## src/verilog/rdc_pkg.sv

```systemverilog
// constants shared by the direct-command and transmit-length logic
package rdc_pkg;
	// register offsets
	localparam logic [4:0] RDC_OFS_TXLEN_HI = 5'h1D;
	localparam logic [4:0] RDC_OFS_TXLEN_LO = 5'h1E;
	localparam logic [4:0] RDC_OFS_RSSI = 5'h0F;
	localparam logic [4:0] RDC_OFS_GAIN = 5'h1F;
	localparam logic [7:0] RDC_TXLEN_RST = 8'h00;
	localparam logic [7:0] RDC_RSSI_RST = 8'h00;
	// field positions in the lower length register
	localparam int RDC_PART_FLAG_POS = 0;
	localparam int RDC_PART_BITS_LSB = 1;
	localparam int RDC_CNT_LOW_LSB = 4;
	// command word layout
	localparam int RDC_CMD_MARK_POS = 7;
	localparam int RDC_CMD_RW_POS = 6;
	localparam int RDC_CMD_CONT_POS = 5;
	// command codes
	localparam logic [4:0] RDC_CMD_IDLE = 5'h00;
	localparam logic [4:0] RDC_CMD_SW_INIT = 5'h03;
	localparam logic [4:0] RDC_CMD_RESET = 5'h0F;
	localparam logic [4:0] RDC_CMD_TX = 5'h10;
	localparam logic [4:0] RDC_CMD_TX_CRC = 5'h11;
	localparam logic [4:0] RDC_CMD_DTX = 5'h12;
	localparam logic [4:0] RDC_CMD_DTX_CRC = 5'h13;
	localparam logic [4:0] RDC_CMD_NEXT_SLOT = 5'h14;
	localparam logic [4:0] RDC_CMD_RX_BLOCK = 5'h16;
	localparam logic [4:0] RDC_CMD_RX_ENABLE = 5'h17;
	localparam logic [4:0] RDC_CMD_RF_INT = 5'h18;
	localparam logic [4:0] RDC_CMD_RF_EXT = 5'h19;
	localparam logic [4:0] RDC_CMD_GAIN_ADJ = 5'h1A;
	// gain adjust timing and limits
	localparam int RDC_CLK_PERIOD_PS = 8000;
	localparam int RDC_GAIN_WIN_US = 100;
	localparam int RDC_GAIN_WIN_CYC = (RDC_GAIN_WIN_US * 1000000) / RDC_CLK_PERIOD_PS;
	localparam int RDC_GAIN_DB_STEP = 5;
	localparam int RDC_GAIN_DB_MAX = 15;
	localparam logic [1:0] RDC_GAIN_MAX_STEPS = 2'(RDC_GAIN_DB_MAX / RDC_GAIN_DB_STEP);
	localparam logic [1:0] RDC_EDGE_LIMIT = 2'h2;
	localparam logic [1:0] RDC_GAIN_RST = 2'h0;
	// transmit sequencer states
	typedef enum logic [2:0] {
		RDC_TX_IDLE,
		RDC_TX_WAIT_DATA,
		RDC_TX_WAIT_TIMER,
		RDC_TX_SENDING
	} rdc_tx_e;
endpackage
```

## src/verilog/rdc_cmd_top.sv

```systemverilog
// direct command decoder and transmit length registers of the reader front end
//
// Behaviour
// - length byte one holds count bits 11..4
// - length byte two upper nibble: count 3..0
// - length registers clear at reset, disable, frame end
// - bit zero flags a partial last byte
// - bits 3..1 count partial bits, flag-gated
// - decode idle, software init, reset commands
// - decode immediate and delayed sends, CRC or not
// - decode next slot, receiver block, enable
// - decode internal, external RF tests, gain adjust
// - reset command strobes FIFO clear and collision clear
// - immediate send starts on first FIFO byte
// - delayed send waits for transmit timer
// - next slot signal follows selected protocol
// - gain adjust counts edges per window
// - five dB steps, fifteen dB at most
// - gain returns to maximum on reset, disable
// - external test stores level code
// - level codes one to seven by input
// - RF tests need receiver enabled first; the decoder starts them regardless
// - command words: bit seven set, six five clear
// - block holds receiver until enable, send end, or wait end when wait set
// - enable command releases blocked receiver
`timescale 1ns/1ps
`default_nettype none
module rdc_cmd_top #(
	parameter int GAIN_WIN_CYCLES = rdc_pkg::RDC_GAIN_WIN_CYC
) (
	// clock and reset
	input wire logic MCLK_I,
	input wire logic SYS_RST_I,
	// chip enable pin, asynchronous
	input wire logic EN_I,
	// command words from the host port logic
	input wire logic CMD_STB_I,
	input wire logic [7:0] CMD_WORD_I,
	// register access from the host port logic
	input wire logic WR_STB_I,
	input wire logic [4:0] WR_ADDR_I,
	input wire logic [7:0] WR_DATA_I,
	input wire logic RD_STB_I,
	input wire logic [4:0] RD_ADDR_I,
	output logic [7:0] RD_DATA_O,
	// transmit side status
	input wire logic FIFO_HAS_DATA_I,
	input wire logic TX_TIMER_DONE_I,
	input wire logic TX_EOF_I,
	input wire logic [1:0] PROTO_SEL_I,
	// receiver side status
	input wire logic RX_WAIT_SET_I,
	input wire logic RX_WAIT_DONE_I,
	input wire logic RX_DIG_I,
	input wire logic RSSI_VALID_I,
	input wire logic [2:0] RSSI_LEVEL_I,
	// transmit control
	output logic TX_START_O,
	output logic TX_CRC_O,
	output logic TX_BUSY_O,
	output logic [11:0] TX_BYTES_O,
	output logic TX_PARTIAL_O,
	output logic [2:0] TX_LAST_BITS_O,
	output logic NEXT_SLOT_O,
	output logic [1:0] SLOT_PROTO_O,
	// housekeeping strobes
	output logic SOFT_INIT_O,
	output logic FIFO_CLR_O,
	output logic COLL_CLR_O,
	// receiver control
	output logic RX_BLOCK_O,
	output logic RX_ACTIVE_O,
	output logic RF_TEST_INT_O,
	output logic RF_TEST_EXT_O,
	output logic [2:0] RSSI_CODE_O,
	output logic [1:0] GAIN_STEP_O,
	output logic GAIN_BUSY_O
);
	import rdc_pkg::*;

	// chip enable synchroniser
	logic en1_q, en2_q, en3_q, en_q;
	always_ff @(posedge MCLK_I) begin
		if (SYS_RST_I) begin
			en1_q <= 1'b0;
			en2_q <= 1'b0;
			en3_q <= 1'b0;
			en_q <= 1'b0;
		end else begin
			en1_q <= EN_I;
			en2_q <= en1_q;
			en3_q <= en2_q;
			if (en2_q == en3_q) begin
				en_q <= en3_q;
			end
		end
	end

	// command decode
	logic cmd_ok_w;
	logic [4:0] code_w;
	logic init_q;
	logic clr_w;
	assign code_w = CMD_WORD_I[4:0]; // only listed codes match a decode below
	assign cmd_ok_w = CMD_STB_I && CMD_WORD_I[RDC_CMD_MARK_POS]
		&& !CMD_WORD_I[RDC_CMD_RW_POS] && !CMD_WORD_I[RDC_CMD_CONT_POS];
	// software init acts one cycle later exactly as a disable would
	assign clr_w = !en_q || init_q;

	logic is_tx_w, is_dtx_w, is_crc_w;
	assign is_tx_w = cmd_ok_w && (code_w == RDC_CMD_TX || code_w == RDC_CMD_TX_CRC);
	assign is_dtx_w = cmd_ok_w && (code_w == RDC_CMD_DTX || code_w == RDC_CMD_DTX_CRC);
	assign is_crc_w = code_w == RDC_CMD_TX_CRC || code_w == RDC_CMD_DTX_CRC;

	// housekeeping strobes
	logic fifo_clr_q, coll_clr_q;
	always_ff @(posedge MCLK_I) begin
		if (SYS_RST_I) begin
			init_q <= 1'b0;
			fifo_clr_q <= 1'b0;
			coll_clr_q <= 1'b0;
		end else begin
			init_q <= cmd_ok_w && code_w == RDC_CMD_SW_INIT;
			fifo_clr_q <= cmd_ok_w && code_w == RDC_CMD_RESET;
			coll_clr_q <= cmd_ok_w && code_w == RDC_CMD_RESET;
		end
	end

	// transmit length registers
	logic [7:0] len_hi_q, len_lo_q;
	logic [2:0] last_bits_q;
	logic wr_hi_w, wr_lo_w;
	assign wr_hi_w = WR_STB_I && WR_ADDR_I == RDC_OFS_TXLEN_HI;
	assign wr_lo_w = WR_STB_I && WR_ADDR_I == RDC_OFS_TXLEN_LO;
	always_ff @(posedge MCLK_I) begin
		if (SYS_RST_I || clr_w) begin
			len_hi_q <= RDC_TXLEN_RST;
		end else if (wr_hi_w) begin
			len_hi_q <= WR_DATA_I;
		end else if (TX_EOF_I) begin
			len_hi_q <= RDC_TXLEN_RST;
		end
	end
	always_ff @(posedge MCLK_I) begin
		if (SYS_RST_I || clr_w) begin
			len_lo_q <= RDC_TXLEN_RST;
			last_bits_q <= 3'h0;
		end else if (wr_lo_w) begin
			len_lo_q <= WR_DATA_I;
			// the bit count is only meaningful behind the partial flag
			last_bits_q <= WR_DATA_I[RDC_PART_FLAG_POS] ?
				WR_DATA_I[RDC_PART_BITS_LSB +: 3] : 3'h0;
		end else if (TX_EOF_I) begin
			len_lo_q <= RDC_TXLEN_RST;
			last_bits_q <= 3'h0;
		end
	end

	// transmit sequencer
	rdc_tx_e tx_st_q;
	logic tx_start_q, tx_crc_q, tx_busy_q;
	always_ff @(posedge MCLK_I) begin
		if (SYS_RST_I || clr_w) begin
			tx_st_q <= RDC_TX_IDLE;
			tx_start_q <= 1'b0;
			tx_crc_q <= 1'b0;
			tx_busy_q <= 1'b0;
		end else begin
			tx_start_q <= 1'b0;
			if (is_tx_w && tx_st_q != RDC_TX_SENDING) begin
				tx_st_q <= RDC_TX_WAIT_DATA;
				tx_crc_q <= is_crc_w;
			end else if (is_dtx_w && tx_st_q != RDC_TX_SENDING) begin
				tx_st_q <= RDC_TX_WAIT_TIMER;
				tx_crc_q <= is_crc_w;
			end else begin
				case (tx_st_q)
					RDC_TX_IDLE: begin
						tx_st_q <= RDC_TX_IDLE;
					end
					RDC_TX_WAIT_DATA: begin
						if (FIFO_HAS_DATA_I) begin
							tx_st_q <= RDC_TX_SENDING;
							tx_start_q <= 1'b1;
							tx_busy_q <= 1'b1;
						end
					end
					RDC_TX_WAIT_TIMER: begin
						if (TX_TIMER_DONE_I) begin
							tx_st_q <= RDC_TX_SENDING;
							tx_start_q <= 1'b1;
							tx_busy_q <= 1'b1;
						end
					end
					RDC_TX_SENDING: begin
						if (TX_EOF_I) begin
							tx_st_q <= RDC_TX_IDLE;
							tx_busy_q <= 1'b0;
						end
					end
					default: begin
						tx_st_q <= RDC_TX_IDLE;
					end
				endcase
			end
		end
	end

	// next slot
	logic next_slot_q;
	logic [1:0] slot_proto_q;
	always_ff @(posedge MCLK_I) begin
		if (SYS_RST_I || clr_w) begin
			next_slot_q <= 1'b0;
			slot_proto_q <= 2'h0;
		end else begin
			next_slot_q <= cmd_ok_w && code_w == RDC_CMD_NEXT_SLOT;
			if (cmd_ok_w && code_w == RDC_CMD_NEXT_SLOT) begin
				slot_proto_q <= PROTO_SEL_I;
			end
		end
	end

	// receiver block and enable
	logic rx_block_q, rx_wait_q, rx_on_q;
	always_ff @(posedge MCLK_I) begin
		if (SYS_RST_I || clr_w) begin
			rx_block_q <= 1'b0;
			rx_wait_q <= 1'b0;
		end else if (cmd_ok_w && code_w == RDC_CMD_RX_ENABLE) begin
			rx_block_q <= 1'b0;
			rx_wait_q <= 1'b0;
		end else if (cmd_ok_w && code_w == RDC_CMD_RX_BLOCK) begin
			rx_block_q <= 1'b1;
			rx_wait_q <= 1'b0;
		end else if (rx_block_q && TX_EOF_I) begin
			if (RX_WAIT_SET_I) begin
				rx_wait_q <= 1'b1;
			end else begin
				rx_block_q <= 1'b0;
			end
		end else if (rx_wait_q && RX_WAIT_DONE_I) begin
			rx_block_q <= 1'b0;
			rx_wait_q <= 1'b0;
		end
	end
	// receive section comes alive after an exchange or the enable command
	always_ff @(posedge MCLK_I) begin
		if (SYS_RST_I || clr_w) begin
			rx_on_q <= 1'b0;
		end else if ((cmd_ok_w && code_w == RDC_CMD_RX_ENABLE) || TX_EOF_I) begin
			rx_on_q <= 1'b1;
		end
	end

	// RF level tests
	logic rf_int_q, rf_ext_q, rssi_wait_q;
	logic [2:0] rssi_q;
	always_ff @(posedge MCLK_I) begin
		if (SYS_RST_I || clr_w) begin
			rf_int_q <= 1'b0;
			rf_ext_q <= 1'b0;
			rssi_wait_q <= 1'b0;
			rssi_q <= RDC_RSSI_RST[2:0];
		end else begin
			rf_int_q <= cmd_ok_w && code_w == RDC_CMD_RF_INT;
			rf_ext_q <= cmd_ok_w && code_w == RDC_CMD_RF_EXT;
			if (rf_int_q || rf_ext_q) begin
				rssi_wait_q <= 1'b1;
			end else if (rssi_wait_q && RSSI_VALID_I) begin
				// quantiser code 1..7 is stored as measured
				rssi_q <= RSSI_LEVEL_I;
				rssi_wait_q <= 1'b0;
			end
		end
	end

	// gain adjust engine
	logic gain_go_q;
	logic [1:0] gain_step_w;
	logic gain_busy_w;
	always_ff @(posedge MCLK_I) begin
		if (SYS_RST_I || clr_w) begin
			gain_go_q <= 1'b0;
		end else begin
			gain_go_q <= cmd_ok_w && code_w == RDC_CMD_GAIN_ADJ;
		end
	end
	rdc_gain_adj #(
		.WIN_CYCLES(GAIN_WIN_CYCLES)
	) u_gain (
		.clk_i(MCLK_I),
		.rst_i(SYS_RST_I),
		.clr_i(clr_w),
		.start_i(gain_go_q),
		.rx_dig_i(RX_DIG_I),
		.step_o(gain_step_w),
		.busy_o(gain_busy_w)
	);

	// register read port
	logic [7:0] rd_q;
	always_ff @(posedge MCLK_I) begin
		if (SYS_RST_I) begin
			rd_q <= 8'h00;
		end else if (RD_STB_I) begin
			case (RD_ADDR_I)
				RDC_OFS_TXLEN_HI: rd_q <= len_hi_q;
				RDC_OFS_TXLEN_LO: rd_q <= len_lo_q;
				RDC_OFS_RSSI: rd_q <= {5'h00, rssi_q};
				RDC_OFS_GAIN: rd_q <= {5'h00, gain_busy_w, gain_step_w};
				default: rd_q <= 8'h00;
			endcase
		end
	end

	assign RD_DATA_O = rd_q;
	assign TX_START_O = tx_start_q;
	assign TX_CRC_O = tx_crc_q;
	assign TX_BUSY_O = tx_busy_q;
	assign TX_BYTES_O = {len_hi_q, len_lo_q[7:RDC_CNT_LOW_LSB]};
	assign TX_PARTIAL_O = len_lo_q[RDC_PART_FLAG_POS];
	assign TX_LAST_BITS_O = last_bits_q;
	assign NEXT_SLOT_O = next_slot_q;
	assign SLOT_PROTO_O = slot_proto_q;
	assign SOFT_INIT_O = init_q;
	assign FIFO_CLR_O = fifo_clr_q;
	assign COLL_CLR_O = coll_clr_q;
	assign RX_BLOCK_O = rx_block_q;
	assign RX_ACTIVE_O = rx_on_q;
	assign RF_TEST_INT_O = rf_int_q;
	assign RF_TEST_EXT_O = rf_ext_q;
	assign RSSI_CODE_O = rssi_q;
	assign GAIN_STEP_O = gain_step_w;
	assign GAIN_BUSY_O = gain_busy_w;

	// checks
	len_eof_clr_a: assert property (@(posedge MCLK_I) disable iff (SYS_RST_I)
		(TX_EOF_I && !wr_hi_w && !wr_lo_w) |=> (len_hi_q == 8'h00 && len_lo_q == 8'h00))
		else $error("length not cleared at frame end");
	len_write_a: assert property (@(posedge MCLK_I) disable iff (SYS_RST_I)
		(wr_hi_w && !clr_w) |=> TX_BYTES_O[11:4] == $past(WR_DATA_I))
		else $error("upper count not written");
	part_gate_a: assert property (@(posedge MCLK_I) disable iff (SYS_RST_I)
		!TX_PARTIAL_O |-> TX_LAST_BITS_O == 3'h0) else $error("bit count without flag");
	rst_cmd_a: assert property (@(posedge MCLK_I) disable iff (SYS_RST_I)
		(cmd_ok_w && code_w == RDC_CMD_RESET) |=> (FIFO_CLR_O && COLL_CLR_O)
		##1 (!FIFO_CLR_O || $past(cmd_ok_w && code_w == RDC_CMD_RESET)))
		else $error("reset command strobes wrong");
	tx_imm_a: assert property (@(posedge MCLK_I) disable iff (SYS_RST_I || clr_w)
		(tx_st_q == RDC_TX_WAIT_DATA && FIFO_HAS_DATA_I && !is_tx_w && !is_dtx_w)
		|=> TX_START_O && TX_BUSY_O) else $error("immediate send did not start");
	tx_timer_a: assert property (@(posedge MCLK_I) disable iff (SYS_RST_I)
		$rose(TX_START_O) && $past(tx_st_q) == RDC_TX_WAIT_TIMER |-> $past(TX_TIMER_DONE_I))
		else $error("delayed send started before timer");
	rx_block_a: assert property (@(posedge MCLK_I) disable iff (SYS_RST_I || clr_w)
		(cmd_ok_w && code_w == RDC_CMD_RX_BLOCK) |=> RX_BLOCK_O)
		else $error("receiver not blocked");
	rx_enable_a: assert property (@(posedge MCLK_I) disable iff (SYS_RST_I || clr_w)
		(cmd_ok_w && code_w == RDC_CMD_RX_ENABLE) |=> !RX_BLOCK_O && RX_ACTIVE_O)
		else $error("receiver not released");
	bad_word_a: assert property (@(posedge MCLK_I) disable iff (SYS_RST_I)
		(CMD_STB_I && !cmd_ok_w && !WR_STB_I && !TX_EOF_I && en_q && !init_q)
		|=> $stable(len_hi_q) && !TX_START_O && !FIFO_CLR_O)
		else $error("non-command word acted");
	init_clr_a: assert property (@(posedge MCLK_I) disable iff (SYS_RST_I)
		(cmd_ok_w && code_w == RDC_CMD_SW_INIT) |=> ##1 (GAIN_STEP_O == 2'h0 && !RX_BLOCK_O))
		else $error("software init did not clear");
endmodule
`default_nettype wire

```

## src/verilog/rdc_gain_adj.sv

```systemverilog
// receiver gain adjust engine: counts receive edges per window, steps threshold
`timescale 1ns/1ps
`default_nettype none
module rdc_gain_adj #(
	parameter int WIN_CYCLES = rdc_pkg::RDC_GAIN_WIN_CYC
) (
	// clock and reset
	input wire logic clk_i,
	input wire logic rst_i,
	// control
	input wire logic clr_i,
	input wire logic start_i,
	// digitized receive signal, asynchronous
	input wire logic rx_dig_i,
	// result
	output logic [1:0] step_o,
	output logic busy_o
);
	import rdc_pkg::*;

	logic s1_q, s2_q, s3_q, stable_q;
	logic edge_w;
	logic [31:0] win_q;
	logic [1:0] edges_q;
	logic [1:0] step_q;
	logic busy_q;
	logic win_end_w;

	always_ff @(posedge clk_i) begin
		if (rst_i) begin
			s1_q <= 1'b0;
			s2_q <= 1'b0;
			s3_q <= 1'b0;
			stable_q <= 1'b0;
		end else begin
			s1_q <= rx_dig_i;
			s2_q <= s1_q;
			s3_q <= s2_q;
			if (s2_q == s3_q) begin
				stable_q <= s3_q;
			end
		end
	end

	// a change counts once the last two stages agree on the new level
	assign edge_w = (s2_q == s3_q) && (s3_q != stable_q);
	assign win_end_w = busy_q && (win_q == 32'(WIN_CYCLES - 1));

	always_ff @(posedge clk_i) begin
		if (rst_i || clr_i) begin
			win_q <= 32'h0;
			edges_q <= 2'h0;
		end else if (start_i || win_end_w || !busy_q) begin
			win_q <= 32'h0;
			edges_q <= 2'h0;
		end else begin
			win_q <= win_q + 32'h1;
			if (edge_w && edges_q != 2'h3) begin
				edges_q <= edges_q + 2'h1;
			end
		end
	end

	always_ff @(posedge clk_i) begin
		if (rst_i || clr_i) begin
			step_q <= RDC_GAIN_RST;
			busy_q <= 1'b0;
		end else if (start_i && !busy_q) begin
			busy_q <= 1'b1;
		end else if (win_end_w) begin
			// more than two changes raise the threshold, else the search ends
			if (edges_q > RDC_EDGE_LIMIT && step_q != RDC_GAIN_MAX_STEPS) begin
				step_q <= step_q + 2'h1;
			end else begin
				busy_q <= 1'b0;
			end
		end
	end

	assign step_o = step_q;
	assign busy_o = busy_q;

	step_cap_a: assert property (@(posedge clk_i) disable iff (rst_i)
		step_q <= RDC_GAIN_MAX_STEPS) else $error("gain steps beyond 15 dB");
	step_win_a: assert property (@(posedge clk_i) disable iff (rst_i)
		(step_q != $past(step_q) && !$past(clr_i) && !$past(rst_i)) |-> $past(win_end_w))
		else $error("gain stepped outside a window end");
endmodule
`default_nettype wire

```

## config.mk

```make
export PLATFORM = sky130hd
export DESIGN_NAME = rdc_cmd_top
export DESIGN_NICKNAME = d
export VERILOG_FILES = /design/src/verilog/rdc_pkg.sv /design/src/verilog/rdc_cmd_top.sv /design/src/verilog/rdc_gain_adj.sv
export SDC_FILE = /design/constraint.sdc
export NUM_CORES = 1
export LEC_CHECK = 0
export BUFFER_PORTS_ARGS = -buffer_cell sky130_fd_sc_hd__buf_2
export CAP_MARGIN = 20
export CORE_MARGIN = 2
export CORE_UTILIZATION = 47
export DETAILED_ROUTE_END_ITERATION = 12
export PLACE_DENSITY_LB_ADDON = 0.12
export SLEW_MARGIN = 30
export SYNTH_ARGS = -nofsm -noshare
export SYNTH_HDL_FRONTEND = slang
export SYNTH_SLANG_ARGS = --single-unit
```

## constraint.sdc

```tcl
create_clock -name MCLK_I -period 3.8 [get_ports MCLK_I]
set_clock_uncertainty 0.15 [all_clocks]
set_input_delay 0.19 -clock MCLK_I [delete_from_list [all_inputs] [get_ports MCLK_I]]
set_output_delay 0.19 -clock MCLK_I [all_outputs]
set_load 0.02 [all_outputs]
```

==> metrics.txt <==
port bufs 86; Gate Count Post-Synth ~470; Worst-path clk slew 90 ps; layout cells sized above 1 0.202; clk_lat worst skew ~360 ps; largest net degree at the start of global routing 35; routability cong. just over 0.8; Die Height a little under 100 um; DRC violations left 0; hold path start SYS_RST_I; final wirelength 9470 um; Area Overhead vs Synth 22.2%; CP max-delay cell or4_4; most common library cell in the layout ignoring fill and taps dfxtp_1; TritonCTS clock tree done; nets 620; Initial Util 0.490; first-pass GRT wire length 16200 um; setup TNS 0 ps; Yosys reg bits 92; Hold Crit Endpoint en1_q; Hold Path Stages 2; standard-cell rows 33; CTS sink count 92; TritonCTS Buffers 9; r2r startpoint u_gain.win_q[0]; status complete, no violations; worst hold path class input port to register; slowest stage delay, CP 650 ps; syn nets 520; WP buf/inv 0; worst r2r path cells 5; WS Path Type register to register; Final period util 0.623; Slew HR 0.465; worst hold slack 17.6 ps; Worst-Margin Slew 801 ps; root buffer cell clkbuf_8; crit path cell chain ha_1 > nand3_1 > or4_4 > or4_1 > a21oi_1; Core ar. between 8000 and 9000 sq um; ant diodes 0; 1st-pass router iterations 5; WL/cell 14.0 um; Post-CTS Resized 0; CP Data Arrival Time 2510 ps; vias per cell about 5.6; Leakage between 1.5 and 2 nW; Tmin final 2370 ps; grt total ovfl 0; number of synthesized flops with an enable pin 0; total power divided by cell area between 300 and 400 nW/um^2; FMAX roughly 0.42 GHz; CTS H-tree lvls 3; CP required about 3900 ps; Ys Warns 0; CP Capture Type register; post-synthesis sequential area ratio 0.453; RSZ-0062 raised after global routing false; fin util 0.599; Max clock buf depth 2; average size of a mapped cell between 8 and 9 sq um; R2R Setup Slk 1430 ps; Ports between 80 and 90; cell family with most CP delay simple AND/OR/NAND/NOR gates; fin. max-slew vios 0; dpl hpwl 6630 um; mapped cell area just over 4000 sq um; Total GRT Usage 0.205; dpl cells roughly 640; Netlist cell types 46; vias in the first global route between 3k and 4k; Fin. Hold Viols 0; ys async rst share 0; Pwr Total around 1.6 mW; startpoint class of the critical path register; commonest non-fill, non-tap cells in the layout 92 x dfxtp_1, 86 x buf_2, 44 x nand2_1; die footprint ~9400 sq um; worst vdd ir approximately 0.00019 V; top_reg_cell synth dfxtp_1; # setup viols final 0; drt initial violations 160; reg2reg end u_gain.win_q[24]; antenna violations before repair 0; via count 3768; Die X between 90 and 100 um; Max-Cap Viols 0; Post-Layout Cell Count 678; antenna-violating nets left 0; CP max FO 14
==> metrics by stage <==
step	worst slack, ps	cell area (sq um)
after floorplan	1740	4070
after global placement	1560	4540
after detailed placement	1460	4540
after CTS	1440	4970
after global routing	1320	4970
final	1430	4970
==> worst register-to-register path: cells and delay by family, from the launching register on <==
family                   cells  cell delay (ps)
AND/OR/NAND/NOR              3             1390
flip-flops                   1              390
adder cells (fa/ha/maj)      1              220
AO/OA/AOI/OAI                1              160
==> repair_timing <==
item / in CTS / in global routing
hold buffers: 25 / 0
hold endpoints to repair: 34 / 0
setup buffers: 0 / 0
==> how the worst max path moves through the flow <==
stage / cells after the start / slack [ps] / to / start
floorplan: 5 / 1740 / u_gain.win_q[28] / u_gain.win_q[0]
global placement: 5 / 1560 / u_gain.win_q[28] / u_gain.win_q[0]
detailed placement: 5 / 1460 / u_gain.win_q[26] / u_gain.win_q[0]
CTS: 5 / 1440 / u_gain.win_q[26] / u_gain.win_q[0]
global route: 5 / 1320 / u_gain.win_q[26] / u_gain.win_q[0]
finish: 5 / 1430 / u_gain.win_q[24] / u_gain.win_q[0]
==> synth_stat cells (9+ instances only) <==
master    instances  share of area
nor2_1           35          0.032
nand3_1          29          0.036
dfxtp_1          92           0.45
o21ai_0          20          0.025
nand2_1          44          0.041
xnor2_1          13          0.028
o31ai_1          11          0.020
mux2i_1           9          0.022
a21oi_1          43          0.053
nor4_1           10          0.015
nand4_1          14          0.022
nand3b_1         10          0.018
clkbuf_1         14          0.013
or4_1            12          0.022
inv_1            15          0.014
==> layer usage <==
layer / vias up / routed length, um / track usage
li1: 1896 / - / -
met1: 1773 / 4290 / 0.259
met2: 87 / 4530 / 0.346
met3: 12 / 532 / 0.0520
met4: 0 / 123 / 0.0628
met5: - / 0 / 0
==> sequential cells by signal, indices dropped and copies added (netlist names), 3 cells and up <==
| signal | flops |
|---|---|
| u_gain.win_q | 32 |
| RSSI_CODE_O | 3 |
| len_hi_q | 8 |
| len_lo_q | 8 |
| RD_DATA_O | 8 |
| TX_LAST_BITS_O | 3 |
==> cell type report <==
class,count,area [sq um]
Tap cell,105,131
Fill cell,759,3330
Clock inverter,5,37.5
Timing Repair Buffer,115,711
Sequential cell,92,1840
Multi-Input combinational cell,335,2050
Inverter,15,56.3
Clock buffer,11,141
==> where the power goes <==
part | leakage (nW) | switching, mW | internal [mW]
clock network | 0.0738 | 0.348 | 0.255
logic | 0.968 | 0.0339 | 0.0385
registers | 0.742 | 0.00125 | 0.966
==> cells by family (layout without fill, tap and decap cells) <==
logic type / Yosys count / after routing / synth area share
AO/OA/AOI/OAI: 94 / 94 / 0.137
multiplexers: 12 / 12 / 0.0304
adder cells (fa/ha/maj): 8 / 8 / 0.0246
buffers and inverters: 41 / 146 / 0.0437
flip-flops: 92 / 92 / 0.453
AND/OR/NAND/NOR: 207 / 207 / 0.282
XOR/XNOR: 14 / 14 / 0.0301
Note: power is estimated with default switching activity, not from simulation.
